===== src/core/das_pkg.sv =====
package das_pkg;

  // ************************************************************
  // widths and framing
  // ************************************************************
  localparam int SAMPLE_W       = 16;
  localparam int ROUND_W        = 17;
  localparam int HALF_BITS      = 32;
  localparam int MIN_FRAME_BITS = 36;
  localparam int CNT_W          = 7;
  localparam int FIFO_DEPTH     = 8;
  localparam logic [15:0] SAMPLE_MAX = 16'h7FFF;
  localparam logic        RST_OE_N   = 1'b1;

  // ************************************************************
  // timing
  // ************************************************************
  localparam int REF_PERIOD_NS = 50;
  localparam int SCK_PERIOD_NS = 400;
  localparam int SCK_HALF_CYC  = ((SCK_PERIOD_NS / 2) / REF_PERIOD_NS) < 1 ? 1 :
                                 ((SCK_PERIOD_NS / 2) / REF_PERIOD_NS);

  // ************************************************************
  // types
  // ************************************************************
  typedef enum logic [1:0] {
    DAS_FMT_I2S,
    DAS_FMT_LEFT_JUSTIFIED,
    DAS_FMT_RIGHT_JUSTIFIED
  } das_fmt_t;

  typedef struct packed {
    logic [SAMPLE_W-1:0] left;
    logic [SAMPLE_W-1:0] right;
  } das_pair_t;

  typedef struct packed {
    logic sck;
    logic ws;
    logic sd;
  } das_pins_t;

  function automatic logic das_is_left(input das_fmt_t f, input logic ws);
    return (f == DAS_FMT_I2S) ? !ws : ws;
  endfunction : das_is_left

  // left-aligns short words, rounds long ones on the 17th bit
  function automatic logic [15:0] das_round(input logic [16:0] acc, input logic [4:0] n);
    logic [15:0] r;
    r = 16'h0;
    if (n >= 5'd17)
      r = (acc[16:1] == SAMPLE_MAX && acc[0]) ? SAMPLE_MAX : acc[16:1] + {15'h0, acc[0]};
    else
      r = acc[15:0] << (5'd16 - n);
    return r;
  endfunction : das_round

endpackage : das_pkg


===== src/core/das_port.sv =====
// Function
// RL1: frames stereo samples as I2S, left-justified or right-justified, the last one optional.
// RL2: samples are held as 16-bit words and at most 16 significant bits leave per channel.
// RL3: input words longer than 16 bits are rounded to 16 bits on the 17th bit, except right-justified, which keeps the last 16 bits.
// RL4: the bit clock normally gives 64 cycles per word-select period, 32 per channel.
// RL5: no word-select period may hold fewer than 36 bit-clock cycles.
// RL6: the port shares its pins with the voice interface and only one owns them at a time.
// RL7: master role drives bit clock and word select, slave role accepts both.
// RL8: data in, and word select in slave role, are taken on the bit clock rising edge.
// RL9: data out and master word select are launched on falling edges for the next rise.
// RL10: I2S puts the MSB one bit after word select moves, left-justified on it, right ends on LSB.
`timescale 1ns/1ps
module das_port #(
  parameter bit RIGHT_JUST_EN = 1'b1,
  parameter int FIFO_DEPTH    = das_pkg::FIFO_DEPTH
) (
  input  logic                ref_clk,
  input  logic                rst_n,
  input  logic                audio_pin_sel,
  input  logic                master_sel,
  input  das_pkg::das_fmt_t   fmt,
  input  logic                sck_i,
  output logic                sck_o,
  output logic                sck_oe_n,
  input  logic                ws_i,
  output logic                ws_o,
  output logic                ws_oe_n,
  input  logic                serial_audio_in,
  output logic                serial_audio_out,
  output logic                serial_audio_out_oe_n,
  input  logic                tx_valid,
  output logic                tx_ready,
  input  das_pkg::das_pair_t  tx_data,
  output logic                rx_valid,
  output das_pkg::das_pair_t  rx_data,
  output logic                frame_error
);
  localparam int CW = das_pkg::CNT_W;

  // ************************************************************
  // pin synchronisers
  // ************************************************************
  das_pkg::das_pins_t s1_q;
  das_pkg::das_pins_t s2_q;
  logic               sck_prev_q;

  always_ff @(posedge ref_clk or negedge rst_n)
  begin
    if (!rst_n)
    begin
      s1_q       <= '0;
      s2_q       <= '0;
      sck_prev_q <= 1'b0;
    end
    else
    begin
      s1_q       <= '{sck: sck_i, ws: ws_i, sd: serial_audio_in};
      s2_q       <= s1_q;
      sck_prev_q <= s2_q.sck;
    end
  end

  // ************************************************************
  // framing state
  // ************************************************************
  das_pkg::das_pair_t tx_head;
  logic               tx_head_valid;
  logic               pop;

  das_fifo #(
    .WIDTH ($bits(das_pkg::das_pair_t)),
    .DEPTH (FIFO_DEPTH)
  ) u_tx_fifo (
    .clk       (ref_clk),
    .rst_n     (rst_n),
    .in_valid  (tx_valid),
    .in_ready  (tx_ready),
    .in_data   (tx_data),
    .out_valid (tx_head_valid),
    .out_ready (pop),
    .out_data  (tx_head)
  );

  logic [CW-1:0]      div_q, div_d, idx_q, idx_d, len_q, len_d;
  logic               msck_q, msck_d, mws_q, mws_d, ws_cur_q, ws_cur_d;
  logic [16:0]        acc_q, acc_d;
  logic [4:0]         n_q, n_d;
  logic [15:0]        sr_q, sr_d, lw_q, lw_d;
  das_pkg::das_pair_t rx_data_q, rx_data_d, cur_q, cur_d;
  logic               rx_valid_q, rx_valid_d, sd_q, sd_d, fe_q, fe_d;
  logic               sck_oe_n_q, ws_oe_n_q, sd_oe_n_q;

  das_pkg::das_fmt_t  fmt_eff;
  das_pkg::das_pair_t pair;
  logic               own, rise_ev, fall_ev, ws_smp, new_half, pos_live, nws;
  logic [CW-1:0]      nidx, len_tx, off;
  logic [15:0]        word;
  logic [16:0]        acc_b;
  logic [4:0]         n_b;
  int                 p;

  // voice interface keeps the pins whenever audio is not selected
  assign own     = audio_pin_sel; // [RL6]
  assign fmt_eff = (fmt == das_pkg::DAS_FMT_RIGHT_JUSTIFIED && !RIGHT_JUST_EN) ? // [RL1]
                   das_pkg::DAS_FMT_I2S : fmt;
  assign rise_ev = own && (master_sel ? (div_q == CW'(das_pkg::SCK_HALF_CYC - 1) && !msck_q)
                                      : (s2_q.sck && !sck_prev_q));
  assign fall_ev = own && (master_sel ? (div_q == CW'(das_pkg::SCK_HALF_CYC - 1) && msck_q)
                                      : (!s2_q.sck && sck_prev_q));
  assign ws_smp  = master_sel ? mws_q : s2_q.ws; // [RL8]

  always_comb
  begin
    div_d = div_q;   msck_d = msck_q;   mws_d = mws_q;   idx_d = idx_q;
    len_d = len_q;   ws_cur_d = ws_cur_q;   acc_d = acc_q;   n_d = n_q;
    sr_d = sr_q;     lw_d = lw_q;   rx_data_d = rx_data_q;   rx_valid_d = 1'b0;
    cur_d = cur_q;   sd_d = sd_q;   fe_d = 1'b0;   pop = 1'b0;   pos_live = 1'b0;
    new_half = 1'b0; pair = cur_q;  word = 16'h0;  p = 0;  acc_b = acc_q;  n_b = n_q;
    off    = (fmt_eff == das_pkg::DAS_FMT_I2S) ? CW'(1) : CW'(0); // [RL10]
    // master frame is fixed, slave frame is learned from the last half
    len_tx = master_sel ? CW'(das_pkg::HALF_BITS) : len_q; // [RL4]
    nidx   = (idx_q >= len_tx - CW'(1)) ? '0 : idx_q + CW'(1);
    nws    = (nidx == '0) ? !ws_cur_q : ws_cur_q;

    if (own && master_sel)
    begin
      div_d = (div_q == CW'(das_pkg::SCK_HALF_CYC - 1)) ? '0 : div_q + CW'(1);
      if (div_q == CW'(das_pkg::SCK_HALF_CYC - 1))
        msck_d = !msck_q; // [RL7]
    end
    else
    begin
      div_d  = '0;
      msck_d = 1'b0;
    end

    if (!own)
    begin
      idx_d = '0;
      sd_d  = 1'b0;
    end

    if (rise_ev)
    begin
      new_half = ws_smp != ws_cur_q;
      sr_d     = {sr_q[14:0], s2_q.sd}; // [RL8]
      ws_cur_d = ws_smp; // [RL8]
      if (new_half)
      begin
        len_d = idx_q + CW'(1);
        // two short halves in a row mean too few clocks per period
        if ({1'b0, len_q} + {1'b0, idx_q} + 1'b1 < (CW+1)'(das_pkg::MIN_FRAME_BITS))
          fe_d = 1'b1; // [RL5]
        word = (fmt_eff == das_pkg::DAS_FMT_RIGHT_JUSTIFIED) ? sr_q // [RL3]
               : das_pkg::das_round(acc_q, n_q);
        if (das_pkg::das_is_left(fmt_eff, ws_cur_q))
          lw_d = word;
        else
        begin
          rx_data_d  = '{left: lw_q, right: word};
          rx_valid_d = 1'b1;
        end
        idx_d = '0;
        acc_b = '0;
        n_b   = '0;
      end
      else
        idx_d = (&idx_q[CW-1:1]) ? idx_q : idx_q + CW'(1);
      // keep only the first 17 bits, the 17th decides the rounding
      if (idx_d >= off && n_b < 5'(das_pkg::ROUND_W))
      begin
        acc_d = {acc_b[15:0], s2_q.sd}; // [RL3]
        n_d   = n_b + 5'd1;
      end
      else
      begin
        acc_d = acc_b;
        n_d   = n_b;
      end
    end

    if (fall_ev)
    begin
      if (master_sel)
        mws_d = nws; // [RL7] [RL9]
      if (nidx == '0 && das_pkg::das_is_left(fmt_eff, nws))
      begin
        // an empty queue sends silence rather than stale audio
        pop   = tx_head_valid;
        pair  = tx_head_valid ? tx_head : '0;
        cur_d = pair;
      end
      word = das_pkg::das_is_left(fmt_eff, nws) ? pair.left : pair.right;
      if (fmt_eff == das_pkg::DAS_FMT_RIGHT_JUSTIFIED)
        p = int'(nidx) - (int'(len_tx) - das_pkg::SAMPLE_W); // [RL10]
      else
        p = int'(nidx) - int'(off); // [RL10]
      pos_live = (p >= 0) && (p < das_pkg::SAMPLE_W);
      sd_d     = pos_live ? word[4'(15 - p)] : 1'b0; // [RL2] [RL9]
    end
  end

  always_ff @(posedge ref_clk or negedge rst_n)
  begin
    if (!rst_n)
    begin
      div_q <= '0;  msck_q <= 1'b0;  mws_q <= 1'b0;  idx_q <= '0;
      len_q <= CW'(das_pkg::HALF_BITS);  ws_cur_q <= 1'b0;  acc_q <= '0;  n_q <= '0;
      sr_q <= '0;  lw_q <= '0;  rx_data_q <= '0;  rx_valid_q <= 1'b0;
      cur_q <= '0;  sd_q <= 1'b0;  fe_q <= 1'b0;
      sck_oe_n_q <= das_pkg::RST_OE_N;
      ws_oe_n_q  <= das_pkg::RST_OE_N;
      sd_oe_n_q  <= das_pkg::RST_OE_N;
    end
    else
    begin
      div_q <= div_d;  msck_q <= msck_d;  mws_q <= mws_d;  idx_q <= idx_d;
      len_q <= len_d;  ws_cur_q <= ws_cur_d;  acc_q <= acc_d;  n_q <= n_d;
      sr_q <= sr_d;  lw_q <= lw_d;  rx_data_q <= rx_data_d;  rx_valid_q <= rx_valid_d;
      cur_q <= cur_d;  sd_q <= sd_d;  fe_q <= fe_d;
      sck_oe_n_q <= !(own && master_sel); // [RL6] [RL7]
      ws_oe_n_q  <= !(own && master_sel); // [RL6] [RL7]
      sd_oe_n_q  <= !own; // [RL6]
    end
  end

  assign sck_o                 = msck_q;
  assign ws_o                  = mws_q;
  assign sck_oe_n              = sck_oe_n_q;
  assign ws_oe_n               = ws_oe_n_q;
  assign serial_audio_out      = sd_q;
  assign serial_audio_out_oe_n = sd_oe_n_q;
  assign rx_valid              = rx_valid_q;
  assign rx_data               = rx_data_q;
  assign frame_error           = fe_q;

  // ************************************************************
  // checks
  // ************************************************************
  logic [CW-1:0] hcnt_q;
  logic          hseen_q;
  logic [15:0]   acc_hi;

  assign acc_hi = acc_q[16:1];

  always_ff @(posedge ref_clk or negedge rst_n)
  begin
    if (!rst_n)
    begin
      hcnt_q  <= '0;
      hseen_q <= 1'b0;
    end
    else if (!(own && master_sel))
    begin
      hcnt_q  <= '0;
      hseen_q <= 1'b0;
    end
    else if (fall_ev)
    begin
      hcnt_q  <= (mws_d != mws_q) ? '0 : hcnt_q + CW'(1);
      hseen_q <= hseen_q || (mws_d != mws_q);
    end
  end
endmodule : das_port


===== src/core/das_fifo.sv =====
`timescale 1ns/1ps
module das_fifo #(
  parameter int WIDTH = 32,
  parameter int DEPTH = 8
) (
  input  logic             clk,
  input  logic             rst_n,
  input  logic             in_valid,
  output logic             in_ready,
  input  logic [WIDTH-1:0] in_data,
  output logic             out_valid,
  input  logic             out_ready,
  output logic [WIDTH-1:0] out_data
);
  // depth must be a power of two: pointers wrap naturally
  localparam int AW = (DEPTH > 1) ? $clog2(DEPTH) : 1;

  logic [WIDTH-1:0] mem_q [DEPTH];
  logic [AW:0]      wr_q;
  logic [AW:0]      rd_q;
  logic [AW:0]      wr_d;
  logic [AW:0]      rd_d;
  logic             push;
  logic             pull;

  always_comb
  begin
    in_ready  = (wr_q - rd_q) != (AW+1)'(DEPTH);
    out_valid = wr_q != rd_q;
    push      = in_valid && in_ready;
    pull      = out_valid && out_ready;
    wr_d      = push ? wr_q + 1'b1 : wr_q;
    rd_d      = pull ? rd_q + 1'b1 : rd_q;
  end

  assign out_data = mem_q[rd_q[AW-1:0]];

  always_ff @(posedge clk or negedge rst_n)
  begin
    if (!rst_n)
    begin
      wr_q <= '0;
      rd_q <= '0;
    end
    else
    begin
      wr_q <= wr_d;
      rd_q <= rd_d;
    end
  end

  always_ff @(posedge clk)
  begin
    if (push)
      mem_q[wr_q[AW-1:0]] <= in_data;
  end

endmodule : das_fifo


===== config.mk =====
export PLATFORM = sky130hd
export DESIGN_NAME = das_port
export DESIGN_NICKNAME = d
export VERILOG_FILES = /design/src/core/das_pkg.sv /design/src/core/das_port.sv /design/src/core/das_fifo.sv
export SDC_FILE = /design/constraint.sdc
export NUM_CORES = 1
export LEC_CHECK = 0
export ABC_AREA = 1
export BUFFER_PORTS_ARGS = -buffer_cell sky130_fd_sc_hd__clkbuf_2
export CORE_MARGIN = 2
export CORE_UTILIZATION = 34
export CTS_BUF_LIST = sky130_fd_sc_hd__clkbuf_16
export DETAILED_ROUTE_END_ITERATION = 12
export GPL_TIMING_DRIVEN = 0
export PLACE_DENSITY = 0.46
export SETUP_SLACK_MARGIN = 0.15
export SYNTH_ARGS = -nofsm -noshare
export SYNTH_HDL_FRONTEND = slang
export SYNTH_SLANG_ARGS = --single-unit

===== constraint.sdc =====
create_clock -name ref_clk -period 6.16 [get_ports ref_clk]
set_clock_uncertainty 0.15 [all_clocks]
set_input_delay 1.848 -clock ref_clk [delete_from_list [all_inputs] [get_ports ref_clk]]
set_output_delay 1.848 -clock ref_clk [all_outputs]
set_load 0.01 [all_outputs]

==> qor.txt <==
initial antenna violation count - 3
clk root buf - clkbuf_16
IO Pins - 83
WL final - 55.5 mm
endpoints failing hold - 0
Final GP Congestion - 0.889
syn nets - 2042
TritonCTS clock tree - done
Synth cell types - 51
port bufs - 81
DRC - 0
crit share post-route - 0.927
Tot GR Track Use - 0.189
Mapped Cells - 1962
Switching Share - 0.369
Reg2Reg Setup Slack - 1.49 ns
row cnt - 87
clock tree sinks - 418
NumNets Final - 2183
total power divided by cell area - 417 nW/um^2
DRT Pass-1 Iters - 5
startpoint types - input pin
initial core utilization - 0.343
Final Slew Violations - 0
cell family with most CP delay - compound AO/OA/AOI/OAI gates
Final Power - 9.37 mW
CP max-delay cell - fa_1
layout cells sized above 1 - 0.108
number of buffers and inverters on the critical path - 4
CP Capture Type - flop
Vias per Instance - 5.05
Post-Syn Area - 19300 um^2
H-tree levels - 2
Die W - 242 um
Initial DRC Count - 1071
Sequential Power Share - 0.403
pin count of the biggest net entering global routing - 110
WL met3 - 2.45 mm
CP most frequent cell - nand2_1
clock-pin slew on the worst setup and hold paths - 0.05 ns
Post-DP HPWL - 38.4 mm
Post-CTS Setup Inserts - 0
clock power share - 0.288
Worst Tran Pin Value - 0.839 ns
gr ovfl total - 0
FF+latch count, synth - 418
sequential element share of the synthesized area - 0.608
Crit Path Class - input pin to flop
Inserted Clock Buffers - 49
Worst Hold Slack - 0.206 ns
arrival time worst endpoint - 6.05 ns
Cells after DPL - 2808
top cell type's share of synthesized area - 0.398
peak supply drop - 0.224 mV
Die Span Y - 242 um
Vias - 14600
Syn Area/Cell - 9.85 um^2
P_sw - 3.46 mW
Antenna Violating Nets Remaining - 0
Worst Hold Class - flop to flop
Req. time, crit path - 6.49 ns
clock period minus worst slack - 5.71 ns
Hold Path Origin - s1_q[1]
r2r endpoint - u_tx_fifo.mem_q[4][5]
relative slew slack - 0.436
most common cell after layout, fill and taps aside - nand2_1
MaxCap Viol Count - 0
metal2 WL - 26.8 mm
Logic pwr share - 0.309
post-route met1 wirelength - 25.0 mm
Critical R2R Launch - u_tx_fifo.rd_q[1]
worst reg2reg path depth - 14
slowest stage delay, CP - 0.49 ns
most frequent cells in the layout - 381 x nand2_1, 308 x o21ai_0, 256 x edfxtp_1
clock latency on the worst-skew pair - 0.60 ns
ANT cells - 0
Std-Cell Core Area - 56300 um^2
top cells by area, synth - edfxtp_1 40%, dfrtp_1 21%, o21ai_0 8.0%
first-pass GRT wire length - 86.6 mm
drt wl/cell - 19.2 um
hold path endpoint - s2_q[1]
worst-path maximum fanout - 10
Yosys top cell by area - edfxtp_1
RSZ-0062 raised after global routing - false
Area growth syn-to-layout - 16.1%
vias in the first global route - 14400
WHS Path Cells - 0
Top Metal Used - met5
Layout Cells excl Fill - 2894
Clock Tree Buf Depth - 3
fmax - 175 MHz
Synth warnings - 0
P_int - 5.91 mW
run status - finished clean
final setup violation count - 0
DIE AREA - 58800 um^2
Leakage - 9.10 nW
==> power by group through the flow <==
stage               Clock [mW]  Sequential [mW]  Combinational, mW
global route              2.88             3.83               3.25
CTS                       2.78             3.78               2.93
floorplan                    0             3.80               1.76
detailed placement           0             3.83               2.92
finish                    2.70             3.77               2.90
global placement             0             3.85               2.81
==> logic make-up (layout without fill, tap and decap cells) <==
| group | count (synthesis) | in the layout | share of synthesized area |
|---|---|---|---|
| buf+inv | 233 | 409 | 0.0482 |
| xor+xnor | 36 | 36 | 0.0163 |
| flops | 418 | 418 | 0.608 |
| simple gates | 766 | 766 | 0.165 |
| mux | 5 | 5 | 0.00259 |
| fa+ha+maj | 38 | 38 | 0.0250 |
| compound gates | 466 | 466 | 0.135 |
==> layout make-up <==
cell class                      count  area [um^2]
Inverter                          134          505
Tap cell                          756          946
Sequential cell                   418        11700
Clock inverter                     37          255
Buffer                             99          429
Fill cell                        5638        33800
Timing Repair Buffer               90          617
Multi-Input combinational cell   1311         6710
Clock buffer                       49         1230
==> what timing repair did <==
action / in CTS / in global routing
endpoints found under the setup margin: 0 / 1
hold buffers: 0 / 0
gates resized for setup: 0 / 5
==> metrics by stage <==
step	instance area, um^2	setup TNS [ns]	utilization	setup WS (ns)
6_report	22400	0	0.399	0.448
5_1_grt	22400	0	0.399	0.200
4_1_cts	22400	0	0.399	0.291
3_5_place_dp	20900	-0.312	0.372	-0.312
3_3_place_gp	20700	-146.19	0.367	-0.708
2_1_floorplan	19300	0	-	0.751
==> worst max path at each step <==
stage | start | end | slack, ns | cells past startpoint
4_1_cts | master_sel | serial_audio_out | 0.29 | 25
3_5_place_dp | master_sel | serial_audio_out | -0.31 | 25
2_1_floorplan | master_sel | serial_audio_out | 0.75 | 26
6_report | master_sel | serial_audio_out | 0.45 | 25
5_1_grt | master_sel | serial_audio_out | 0.20 | 25
3_3_place_gp | u_tx_fifo.rd_q[1] | u_tx_fifo.mem_q[7][4] | -0.71 | 13
==> registers in the layout, summed over array words and instances, names as in the netlist, 3 cells and up <==
| register | cells |
|---|---|
| u_tx_fifo.mem_q | 256 |
| cur_q | 32 |
| rx_data | 32 |
| acc_q | 17 |
| lw_q | 16 |
| sr_q | 16 |
| div_q | 7 |
| idx_q | 7 |
| len_q | 7 |
| n_q | 5 |
| u_tx_fifo.rd_q | 4 |
| u_tx_fifo.wr_q | 4 |
| s1_q | 3 |
| s2_q | 3 |
==> synth_stat cells, drive strengths merged <==
library cell,number
nand2,386
o311ai,3
o21bai,1
clkinv,1
fa,1
nor2,227
o211ai,11
and3,2
dfrtp,159
nand4,8
or2,3
o221ai,29
nand3,119
nor3b,2
inv,133
xor2,29
dfstp,3
mux2i,5
o22ai,39
a211oi,5
o32ai,2
a21oi,37
nor4b,1
nor3,14
a31oi,9
ha,37
o2111ai,1
o21ai,322
xnor2,7
o31ai,5
clkbuf,67
buf,32
a21o,2
nor4,3
edfxtp,256
and2,1
==> metal layers <==
metal,GRT usage,up-vias
li1,-,7104
met1,0.251,7082
met2,0.320,326
met3,0.0294,85
met4,0.0530,6
met5,0,-
Note: power is estimated with default switching activity, not from simulation.
